[config.mk]
export PLATFORM = sky130hd
export DESIGN_NAME = ccr_regs
export DESIGN_NICKNAME = d
export VERILOG_FILES = /design/src/core/ccr_regs.v /design/src/core/ccr_scale.v
export VERILOG_INCLUDE_DIRS = /design/src /design/src/core
export SDC_FILE = /design/constraint.sdc
export NUM_CORES = 1
export LEC_CHECK = 0
export ABC_AREA = 0
export BUFFER_PORTS_ARGS = -buffer_cell sky130_fd_sc_hd__buf_2
export CORE_AREA = 5 5 97 167
export CTS_CLUSTER_SIZE = 25
export DETAILED_ROUTE_END_ITERATION = 10
export DIE_AREA = 0 0 102 172
export SLEW_MARGIN = 20
export SYNTH_ARGS = -nofsm -noshare
export SYNTH_HDL_FRONTEND = slang
export SYNTH_SLANG_ARGS = --single-unit
export TNS_END_PERCENT = 30
[constraint.sdc]
create_clock -name clk -period 9.3 [get_ports clk]
set_clock_uncertainty 0.2 [all_clocks]
set_input_delay 1.395 -clock clk [delete_from_list [all_inputs] [get_ports clk]]
set_output_delay 1.395 -clock clk [all_outputs]
set_load 0.02 [all_outputs]
[src/core/ccr_defines.vh]
// Register offsets, field positions, reset values and timing counts for
// the charger configuration / current register pair.
// Assumes inclusion by bare name from the core design files.
`ifndef CCR_DEFINES_VH
`define CCR_DEFINES_VH

// Serial slave address (7 bit) and register indices
`define CCR_SLAVE_ADDR      7'h6B
`define CCR_ADDR_PWR_CFG    8'h01
`define CCR_ADDR_CHG_CUR    8'h02
`define CCR_ADDR_LAST_RW    8'h07
`define CCR_ADDR_LAST_MULTI 8'h08

// Reset values
`define CCR_PWR_CFG_RST     8'h1B
`define CCR_CHG_CUR_RST     8'h60

// Power-on configuration field positions
`define CCR_BIT_REG_RST     7
`define CCR_BIT_WD_RST      6
`define CCR_BIT_BOOST_EN    5
`define CCR_BIT_CHG_EN      4
`define CCR_SYSMIN_MSB      3
`define CCR_SYSMIN_LSB      1
`define CCR_BIT_BOOST_LIM   0

// Charge current field positions
`define CCR_FAST_CHARGE_CURRENT_MSB        7
`define CCR_FAST_CHARGE_CURRENT_LSB        2
`define CCR_BIT_BCOLD       1
`define CCR_BIT_FORCE       0

// Electrical scale (millivolts / milliamperes), sized to the 12-bit outputs
`define CCR_SYSMIN_BASE_MV  12'h0bb8
`define CCR_SYSMIN_STEP_MV  12'h064
`define CCR_FAST_CHARGE_CURRENT_BASE_MA    12'h200
`define CCR_FAST_CHARGE_CURRENT_STEP_MA    12'h040
`define CCR_FAST_CHARGE_CURRENT_MAX_CODE   6'h27

// Least watchdog-restart spacing, in ns, and clock period in ns
`define CCR_WD_GAP_NS       20000
`define CCR_CLK_PERIOD_NS   4
`define CCR_WD_GAP_CYC      ((`CCR_WD_GAP_NS + `CCR_CLK_PERIOD_NS - 1) / `CCR_CLK_PERIOD_NS)

`endif

[src/core/ccr_regs.v]
// Power-on configuration and charge current registers of the charger.
// Assumes the serial engine presents decoded register writes/reads,
// one byte per strobe, with address already advancing per byte.
// Handshake answer is combinational; every setting leaves through a flip-flop.
//
// Operation
// - Writing one to bit 7 of the power-on configuration returns all configuration registers to defaults.
// - A register reset only restores contents and leaves the operating mode untouched; here the defaults it loads also turn boost off and charging on.
// - Writing one to bit 6 restarts the watchdog timer; zero does nothing.
// - The boost-output enable resets to zero and one enables boost.
// - While boost is enabled the charge enable is ignored and no charging occurs.
// - The charge enable resets to one; zero disables charging.
// - Minimum system voltage is 3.0 V plus 0.1 V per code step in bits 3:1, reset 101.
// - Fast-charge current is 512 mA plus 64 mA per code in bits 7:2, reset 011000.
// - Bit 1 selects the boost cold threshold, 76 % at zero, 79 % at one, reset zero.
// - The force bit cuts fast charge to 20 % and pre-charge to 50 %.
// - The charge current register resets to 01100000.
// - The device answers at address 0x6B and registers 0 to 7 are read/write.
// - Multi-byte access advances the register address across registers 0 to 8.
`timescale 1ns/1ps
`include "ccr_defines.vh"

module ccr_regs #(
    parameter WD_GAP_CYC = `CCR_WD_GAP_CYC
) (
    clk,
    sys_rst,
    reg_wr,
    reg_rd,
    reg_addr,
    reg_wdata,
    reg_rdata,
    reg_ack,
    prechg_ma,
    cfg_rst_other,
    wd_restart,
    wd_gap_viol,
    boost_en,
    charge_active,
    boost_lim_hi,
    sysmin_mv,
    bcold_sel,
    fast_ma,
    prechg_eff_ma,
    fast_charge_current_over
);
    input  wire        clk;
    input  wire        sys_rst;
    input  wire        reg_wr;
    input  wire        reg_rd;
    input  wire [7:0]  reg_addr;
    input  wire [7:0]  reg_wdata;
    output reg  [7:0]  reg_rdata;
    output wire        reg_ack;
    input  wire [11:0] prechg_ma;
    output reg         cfg_rst_other;
    output reg         wd_restart;
    output reg         wd_gap_viol;
    output reg         boost_en;
    output reg         charge_active;
    output reg         boost_lim_hi;
    output reg  [11:0] sysmin_mv;
    output reg         bcold_sel;
    output wire [11:0] fast_ma;
    output wire [11:0] prechg_eff_ma;
    output reg         fast_charge_current_over;

    reg  [7:0]  pwr_cfg_ff;
    reg  [7:0]  chg_cur_ff;
    reg  [15:0] wd_gap_ff;
    reg  [7:0]  nxt_pwr_cfg;
    reg  [7:0]  nxt_chg_cur;
    wire        wr_pwr;
    wire        wr_chg;
    wire        do_reg_rst;
    wire        do_wd;

    // Address decode; this block owns two of the eight writable indices.
    // Strobes last one cycle, so decode stays combinational and the
    // stored value changes at the taking edge.
    assign wr_pwr     = reg_wr && (reg_addr == `CCR_ADDR_PWR_CFG);
    assign wr_chg     = reg_wr && (reg_addr == `CCR_ADDR_CHG_CUR);
    assign do_reg_rst = wr_pwr && reg_wdata[`CCR_BIT_REG_RST];
    assign do_wd      = wr_pwr && reg_wdata[`CCR_BIT_WD_RST];
    // Accept any index in the auto-advance range so multi-byte bursts continue.
    // Index 8 is read only, so a write there is refused; index 9 and up is
    // refused both ways and the serial engine answers not-acknowledge.
    assign reg_ack    = (reg_wr && reg_addr <= `CCR_ADDR_LAST_RW) ||
                        (reg_rd && reg_addr <= `CCR_ADDR_LAST_MULTI);

    // Next register contents; command bits are self-clearing.
    // A register reset wins over the byte that carries it: the other bits
    // of that byte are dropped, so the host always reads the defaults back.
    always @* begin
        nxt_pwr_cfg = pwr_cfg_ff;
        nxt_chg_cur = chg_cur_ff;
        if (do_reg_rst) begin
            nxt_pwr_cfg = `CCR_PWR_CFG_RST;
            nxt_chg_cur = `CCR_CHG_CUR_RST;
        end else begin
            if (wr_pwr) begin
                nxt_pwr_cfg = {2'b00, reg_wdata[5:0]};
            end
            if (wr_chg) begin
                nxt_chg_cur = reg_wdata;
            end
        end
    end

    // Register storage with fixed reset values.
    // Defaults: boost off, charging on, 3.5 V floor, 1.5 A boost limit,
    // 2048 mA fast charge and no reduced-current force.
    always @(posedge clk or posedge sys_rst) begin
        if (sys_rst) begin
            pwr_cfg_ff <= `CCR_PWR_CFG_RST;
            chg_cur_ff <= `CCR_CHG_CUR_RST;
        end else begin
            pwr_cfg_ff <= nxt_pwr_cfg;
            chg_cur_ff <= nxt_chg_cur;
        end
    end

    // Command pulses: other registers reset, watchdog restart.
    // The mode bits follow the restored defaults, so the register reset turns boost off and charging on.
    // Both are single-cycle pulses; a consumer that needs a level must hold it.
    always @(posedge clk or posedge sys_rst) begin
        if (sys_rst) begin
            cfg_rst_other <= 1'b0;
            wd_restart    <= 1'b0;
        end else begin
            cfg_rst_other <= do_reg_rst;
            wd_restart    <= do_wd;
        end
    end

    // Spacing monitor for watchdog restarts; flags a too-early repeat.
    // Every restart reloads the counter, so a burst of early restarts keeps
    // flagging until the host leaves one full gap; zero means a restart is welcome.
    always @(posedge clk or posedge sys_rst) begin
        if (sys_rst) begin
            wd_gap_ff   <= 16'h0000;
            wd_gap_viol <= 1'b0;
        end else begin
            wd_gap_viol <= do_wd && (wd_gap_ff != 16'h0000);
            if (do_wd) begin
                wd_gap_ff <= WD_GAP_CYC[15:0];
            end else if (wd_gap_ff != 16'h0000) begin
                wd_gap_ff <= wd_gap_ff - 16'h0001;
            end
        end
    end

    // Mode bits toward the power stage; boost masks the charge enable
    // in the same flop so the two are never seen on together
    always @(posedge clk or posedge sys_rst) begin
        if (sys_rst) begin
            boost_en      <= 1'b0;
            charge_active <= 1'b0;
            boost_lim_hi  <= 1'b0;
        end else begin
            boost_en      <= pwr_cfg_ff[`CCR_BIT_BOOST_EN];
            charge_active <= pwr_cfg_ff[`CCR_BIT_CHG_EN] &&
                             !pwr_cfg_ff[`CCR_BIT_BOOST_EN];
            boost_lim_hi  <= pwr_cfg_ff[`CCR_BIT_BOOST_LIM];
        end
    end

    // Minimum system voltage in millivolts; sized constants keep the sum
    // at 12 bits, and the top code lands at 3700 mV
    always @(posedge clk or posedge sys_rst) begin
        if (sys_rst) begin
            sysmin_mv <= 12'h000;
        end else begin
            sysmin_mv <= `CCR_SYSMIN_BASE_MV + `CCR_SYSMIN_STEP_MV *
                         pwr_cfg_ff[`CCR_SYSMIN_MSB:`CCR_SYSMIN_LSB];
        end
    end

    // Cold threshold select and out-of-range current flag; codes above the
    // limit are still stored so the host reads back what it wrote
    always @(posedge clk or posedge sys_rst) begin
        if (sys_rst) begin
            bcold_sel <= 1'b0;
            fast_charge_current_over <= 1'b0;
        end else begin
            bcold_sel <= chg_cur_ff[`CCR_BIT_BCOLD];
            fast_charge_current_over <= chg_cur_ff[`CCR_FAST_CHARGE_CURRENT_MSB:`CCR_FAST_CHARGE_CURRENT_LSB] >
                         `CCR_FAST_CHARGE_CURRENT_MAX_CODE;
        end
    end

    // Registered read data; other indices return zero here.
    // Every read reloads the byte, so no stale value stands after a refused read.
    always @(posedge clk or posedge sys_rst) begin
        if (sys_rst) begin
            reg_rdata <= 8'h00;
        end else if (reg_rd) begin
            case (reg_addr)
                `CCR_ADDR_PWR_CFG: reg_rdata <= pwr_cfg_ff;
                `CCR_ADDR_CHG_CUR: reg_rdata <= chg_cur_ff;
                default:           reg_rdata <= 8'h00;
            endcase
        end
    end

    // Current scaling with reduced-current force; one more flop stage,
    // so the effective currents follow a write by two cycles
    ccr_scale u_scale (
        .clk           (clk),
        .sys_rst       (sys_rst),
        .fast_code     (chg_cur_ff[`CCR_FAST_CHARGE_CURRENT_MSB:`CCR_FAST_CHARGE_CURRENT_LSB]),
        .prechg_ma     (prechg_ma),
        .force_red     (chg_cur_ff[`CCR_BIT_FORCE]),
        .fast_ma       (fast_ma),
        .prechg_eff_ma (prechg_eff_ma)
    );
endmodule

[src/core/ccr_scale.v]
// Converts the stored current code into effective fast-charge and
// pre-charge targets, applying the reduced-current force.
// Assumes codes come straight from registers; output is registered.
`timescale 1ns/1ps
`include "ccr_defines.vh"

module ccr_scale (
    clk,
    sys_rst,
    fast_code,
    prechg_ma,
    force_red,
    fast_ma,
    prechg_eff_ma
);
    input  wire        clk;
    input  wire        sys_rst;
    input  wire [5:0]  fast_code;
    input  wire [11:0] prechg_ma;
    input  wire        force_red;
    output reg  [11:0] fast_ma;
    output reg  [11:0] prechg_eff_ma;

    wire [11:0] full_ma;
    wire [27:0] fifth_ma;

    // Base plus weighted code
    assign full_ma  = `CCR_FAST_CHARGE_CURRENT_BASE_MA + {fast_code, 6'b00_0000};
    // One fifth as multiply by 0x3334 over 2^16; exact floor for 12-bit inputs
    assign fifth_ma = {16'h0000, full_ma} * 28'h000_3334;

    // Reduced current selects 20 % fast and 50 % pre-charge
    always @(posedge clk or posedge sys_rst) begin
        if (sys_rst) begin
            fast_ma       <= 12'h000;
            prechg_eff_ma <= 12'h000;
        end else if (force_red) begin
            fast_ma       <= fifth_ma[27:16];
            prechg_eff_ma <= {1'b0, prechg_ma[11:1]};
        end else begin
            fast_ma       <= full_ma;
            prechg_eff_ma <= prechg_ma;
        end
    end
endmodule

[Word-level counts from Yosys, hierarchy flattened]
Cells that the tools add are included.
Word-level totals
  input bits: 32
  output and inout port bits: 53
  word-level logic and storage cells: 48
  flip-flop bits (word level): 84
Operators by class
  reduce and logical (&&, ||, !) cells: 14
  equality and inequality tests: 2
  multiplexer cells: 9
  add/subtract/negate cells: 3
  magnitude comparators: 3
  multiply operators: 2
Operator list (count)
  $mux 16: 2
  $mux 8: 4
  $mul 12x12->24 const B: 1
  $mux 12: 2
  $pmux 8 s2: 1
  $reduce_bool 16->1: 1
  $sub 16x1->16 const B: 1
  $add 10x12->12 const A: 1
  $add 12x10->12 const A: 1
  $eq 8x1->1 const B: 1
  $eq 8x2->1 const B: 1
  $le 8x3->1 const B: 1
  $le 8x4->1 const B: 1
  $logic_and 1x1->1: 8
  $mul 5x3->8 const A: 1
  $gt 6x6->1 const B: 1
  $reduce_bool 2->1: 3
  $logic_not 1->1: 1
  $logic_or 1x1->1: 1

[Depth between registers and ports, before layout]
  depth in word-level cells: 4
  mapped depth: 16
  mapped depth without buffers: 16

[Cells and area by module]
Synthesis repeated with hierarchy kept, for this count alone.
Second synthesis, totals
  cell total of the unflattened synthesis: 464
  area total of the unflattened synthesis: 4933.5 um^2
By module, submodules not included
  ccr_regs: instances 1, seq. area each 1408.9 um^2, area an instance 2641.3 um^2, cells each 253
  ccr_scale: instances 1, seq. area each 600.6 um^2, area an instance 2292.2 um^2, cells each 211

[Worst setup path before layout]
Ideal clock, no wire load.
  path type: input-to-output
  from: input reg_rd
  to: output reg_ack
  data required time: 7.705 ns
  stages on the path: 3
  setup slack: 4.891 ns
  data arrival time: 2.814 ns
  buffers on the path: 1
  cell sequence: clkbuf_1 > or4b_2 > a211oi_1
On the way
  cells in the longest elaborated chain, start to end: 2
Ends and longest elaborated chain
  from (decl): line ccr_regs.v:50  | input wire reg_rd;
  $logic_and 1x1->1 (no source line)
  $logic_or 1x1->1: line ccr_regs.v:88  | assign reg_ack = (reg_wr && reg_addr <= `CCR_ADDR_LAST_RW) ||
  to (decl): line ccr_regs.v:54  | output wire reg_ack;
Every way passes these cells.

[Worst setup path after layout]
  from: register chg_cur_ff[5]
  to: register u_scale.fast_ma[8]
On the way
  cells in the longest elaborated chain, start to end: 3
Ends and longest elaborated chain
  from (decl): line ccr_regs.v:69  | reg [7:0] chg_cur_ff;
  from (signal assigned): line ccr_regs.v:116  | chg_cur_ff <= `CCR_CHG_CUR_RST;
  from (signal assigned): line ccr_regs.v:119  | chg_cur_ff <= nxt_chg_cur;
  $add 10x12->12 (no source line)
  $mul 12x12->24: line ccr_scale.v:30  | assign fifth_ma = {16'h0000, full_ma} * 28'h000_3334;
  $mux 12: line ccr_scale.v:37  | end else if (force_red) begin
  to (signal assigned): line ccr_scale.v:38  | fast_ma <= fifth_ma[27:16];
  to (signal assigned): line ccr_scale.v:41  | fast_ma <= full_ma;
  to (decl): line ccr_scale.v:21  | output reg [11:0] fast_ma;
Every way passes these cells.
A chain may end at the register's enable or synchronous reset.

==> impl_metrics.env <==
export IMPL_cp_max_fo=7
export IMPL_grt_util_all_layers_pct=13.46
export IMPL_worstMarginPinSlew_ns=1.014
export IMPL_synth_area_leaders="dfrtp_1 (39%), ha_1 (18%), fa_1 (3.4%), dfstp_2 (3.3%), mux2_2 (3.1%)"
export IMPL_maxCapViolCount=0
export IMPL_hold_viol_final=0
export IMPL_stdcell_count=714
export IMPL_htree_levels=3
export IMPL_cts_resized=0
export IMPL_synth_edf_count=0
export IMPL_layout_nets=634
export IMPL_die_x_microns=102
export IMPL_die_area_sq_um=17540
export IMPL_synth_flop_cell="dfrtp_1"
export IMPL_netlist_area_sq_um=4740
export IMPL_timing_fmax_ghz=0.2112
export IMPL_drtPass1Iterations=7
export IMPL_finalCritPeriodShare_pct=50.91
export IMPL_async_flop_share_pct=100.0
export IMPL_fill_cells=1462
export IMPL_clkLatencyLatePin_ns=0.34
export IMPL_hold_path_depth=0
export IMPL_r2r_end="u_scale.fast_ma[8]$_DFF_PP0_"
export IMPL_antenna_found_initial=0
export IMPL_chipHeight_microns=172
export IMPL_first_global_vias=3765
export IMPL_hold_end="boost_lim_hi$_DFF_PP0_"
export IMPL_cts_sinks=80
export IMPL_ys_warn_count=0
export IMPL_netlist_area_leader_share_pct=39.07
export IMPL_crit_top_cell="ha_1"
export IMPL_crit_path_start_kind="flip-flop"
export IMPL_finalSetupViolations=0
export IMPL_worstPathCellList="inv_1, ha_1, inv_1, ha_1, ha_1, fa_1, ha_1, ha_1, ha_1, a21oi_1, o221ai_1, a21oi_1, xnor2_1, mux2_2"
export IMPL_cp_arrival_ns=4.75
export IMPL_syn_inst=442
export IMPL_grt_overflow_total=0
export IMPL_syn_avg_cell_area_sq_um=10.72
export IMPL_peakVddDrop_mv=0.1125
export IMPL_dp_cells=698
export IMPL_synth_most_common_cell="dfrtp_1"
export IMPL_clockBufferDepth=2
export IMPL_drc_errors=0
export IMPL_wl_per_cell_microns=16.18
export IMPL_r2r_setup_slack_ns=4.57
export IMPL_crit_family="adder cells"
export IMPL_grt_pass1_wl_microns=18440
export IMPL_dpl_hpwl_microns=9121
export IMPL_worstRegToRegCells=14
export IMPL_start_util_pct=32.26
export IMPL_antenna_cells=0
export IMPL_status="completed"
export IMPL_rows=59
export IMPL_maxSlewHeadroom_pct=32.40
export IMPL_hp_class="flip-flop to flip-flop"
export IMPL_cts_hold_buffers=0
export IMPL_gp_congestion=0.8592
export IMPL_reg2reg_from="chg_cur_ff[5]$_DFFE_PP1P_"
export IMPL_critPathSlowestCell="dfstp_2"
export IMPL_drive_gt1_share_pct=23.54
export IMPL_cts_tree="done"
export IMPL_port_buffers=82
export IMPL_slowest_delay_ns=0.59
export IMPL_p_leak_nw=2.814
export IMPL_area_growth_syn_to_layout_pct=19.17
export IMPL_maxSlewViolCount=0
export IMPL_ioPinCount=85
export IMPL_viasPerCell=4.982
export IMPL_ys_seq_area_share_pct=42.40
export IMPL_cp_end_kind="flip-flop"
export IMPL_grt_max_degree=81
export IMPL_synth_top_area_cell="dfrtp_1"
export IMPL_clkTransAtPathRegs_ns=0.06
export IMPL_wl_microns=11550
export IMPL_cts_root_buf="clkbuf_16"
export IMPL_synth_seq_cells=80
export IMPL_period_minus_slack_ns=4.735
export IMPL_ant_nets=0
export IMPL_path_buf_inv=2
export IMPL_drt_first_iter_violations=124
export IMPL_synth_distinct_cells=51
export IMPL_core_area_sq_um=14690
export IMPL_rsz0062_at_grt="no"
export IMPL_criticalPathCategory="flip-flop to flip-flop"
export IMPL_ys_top_cells_by_count="dfrtp_1 (74), ha_1 (68), nor2_1 (36)"
export IMPL_cp_required_ns=9.32
export IMPL_fin_tns_setup_ns=0
export IMPL_post_cts_buffers=0
export IMPL_p_per_area_nw_per_um2=188.3
export IMPL_vias=3557
export IMPL_worstHoldStart="pwr_cfg_ff[0]$_DFFE_PP1P_"
export IMPL_cts_made_buffers=9
-- metal layers --
metal	up-vias	GRT usage (%)	wire, microns
li1	1702	-	-
met1	1719	14.84	4453
met2	113	24.53	6097
met3	23	3.189	691
met4	0	5.197	309
met5	-	0	0
-- flip-flops by register name (all words and copies together) (netlist names) --
signal,cells
fast_charge_current_over,1
cfg_rst_other,1
u_scale.prechg_eff_ma,12
wd_gap_ff,16
charge_active,1
reg_rdata,8
bcold_sel,1
pwr_cfg_ff,6
wd_gap_viol,1
sysmin_mv,10
u_scale.fast_ma,12
boost_lim_hi,1
boost_en,1
wd_restart,1
chg_cur_ff,8
-- cells in the final DEF (no fill, tap or decap), drive strengths merged, types with 2 or more instances in the layout --
cell type,synthesis,layout
ha,68,68
xnor2,14,14
mux2i,8,8
o211ai,6,6
a22oi,6,6
mux2,13,13
nor3,8,8
dfstp,6,6
nand4,3,3
xor2,12,12
o21bai,3,3
nand2,25,25
nor3b,4,4
o31ai,2,2
nor2,36,36
fa,8,8
a211oi,4,4
and2,6,6
a21oi,26,26
clkinv,0,5
o21a,3,3
clkbuf,6,10
inv,35,34
nor4,2,2
conb,2,3
o21ai,15,15
nand2b,2,2
buf,5,83
nand3,9,9
or4,4,4
nor4b,3,3
a31oi,4,4
nor2b,6,6
and3,2,2
dfrtp,74,74
-- cell families after synthesis --
group / Yosys count / share of synthesized area (%)
and+or+nand+nor: 116 / 12.86
DFF: 80 / 42.40
adders and majority gates: 76 / 21.33
AOI/OAI and AO/OA: 75 / 9.741
buffers and inverters: 46 / 3.933
xor gates and xnor gates: 26 / 4.805
muxes: 21 / 4.778
other: 2 / 0.1585
-- worst max-delay path by stage --
| stage | startpoint | endpoint | slack, ns | depth (start not counted) |
|---|---|---|---|---|
| detailed placement | chg_cur_ff[5]$_DFFE_PP1P_ | u_scale.fast_ma[7]$_DFF_PP0_ | 4.60 | 13 |
| global placement | chg_cur_ff[5]$_DFFE_PP1P_ | u_scale.fast_ma[8]$_DFF_PP0_ | 4.80 | 14 |
| global route | chg_cur_ff[5]$_DFFE_PP1P_ | u_scale.fast_ma[7]$_DFF_PP0_ | 4.34 | 13 |
| CTS | chg_cur_ff[5]$_DFFE_PP1P_ | u_scale.fast_ma[7]$_DFF_PP0_ | 4.57 | 13 |
| finish | chg_cur_ff[5]$_DFFE_PP1P_ | u_scale.fast_ma[8]$_DFF_PP0_ | 4.57 | 14 |
| floorplan | reg_rd | reg_ack | 4.89 | 3 |
-- cell type report --
type                            instances  area (sq um)  share of cell area, %
Clock buffer                           10         239.0                  4.231
Multi-Input combinational cell        317          2547                  45.10
Inverter                               35         132.6                  2.348
Timing Repair Buffer                   83         421.7                  7.466
Sequential cell                        80          2009                  35.58
Tap cell                              183         229.0                  4.054
Clock inverter                          6         68.82                  1.218
-- stage by stage --
stage                     hold WS, ns  power (W)  worst slack [ns]  cell area (sq um)  utilization [%]
after floorplan                0.1740  0.0006176             4.891               4743                -
after global placement         0.1999  0.0007007             4.797               5336            36.33
after detailed placement       0.2027  0.0007073             4.600               5336            36.33
after CTS                      0.2119   0.001075             4.571               5644            38.42
after global routing           0.2193   0.001124             4.343               5648            38.45
final                          0.2112   0.001063             4.565               5648            38.45
-- power by group --
group	switching [W]	total, W	internal (W)
registers	0.0000356	0.000421	0.000386
logic	0.000169	0.000282	0.000113
clock network	0.000144	0.000360	0.000216
total	0.000349	0.00106	0.000715
Note: power is estimated with default switching activity, not from simulation.
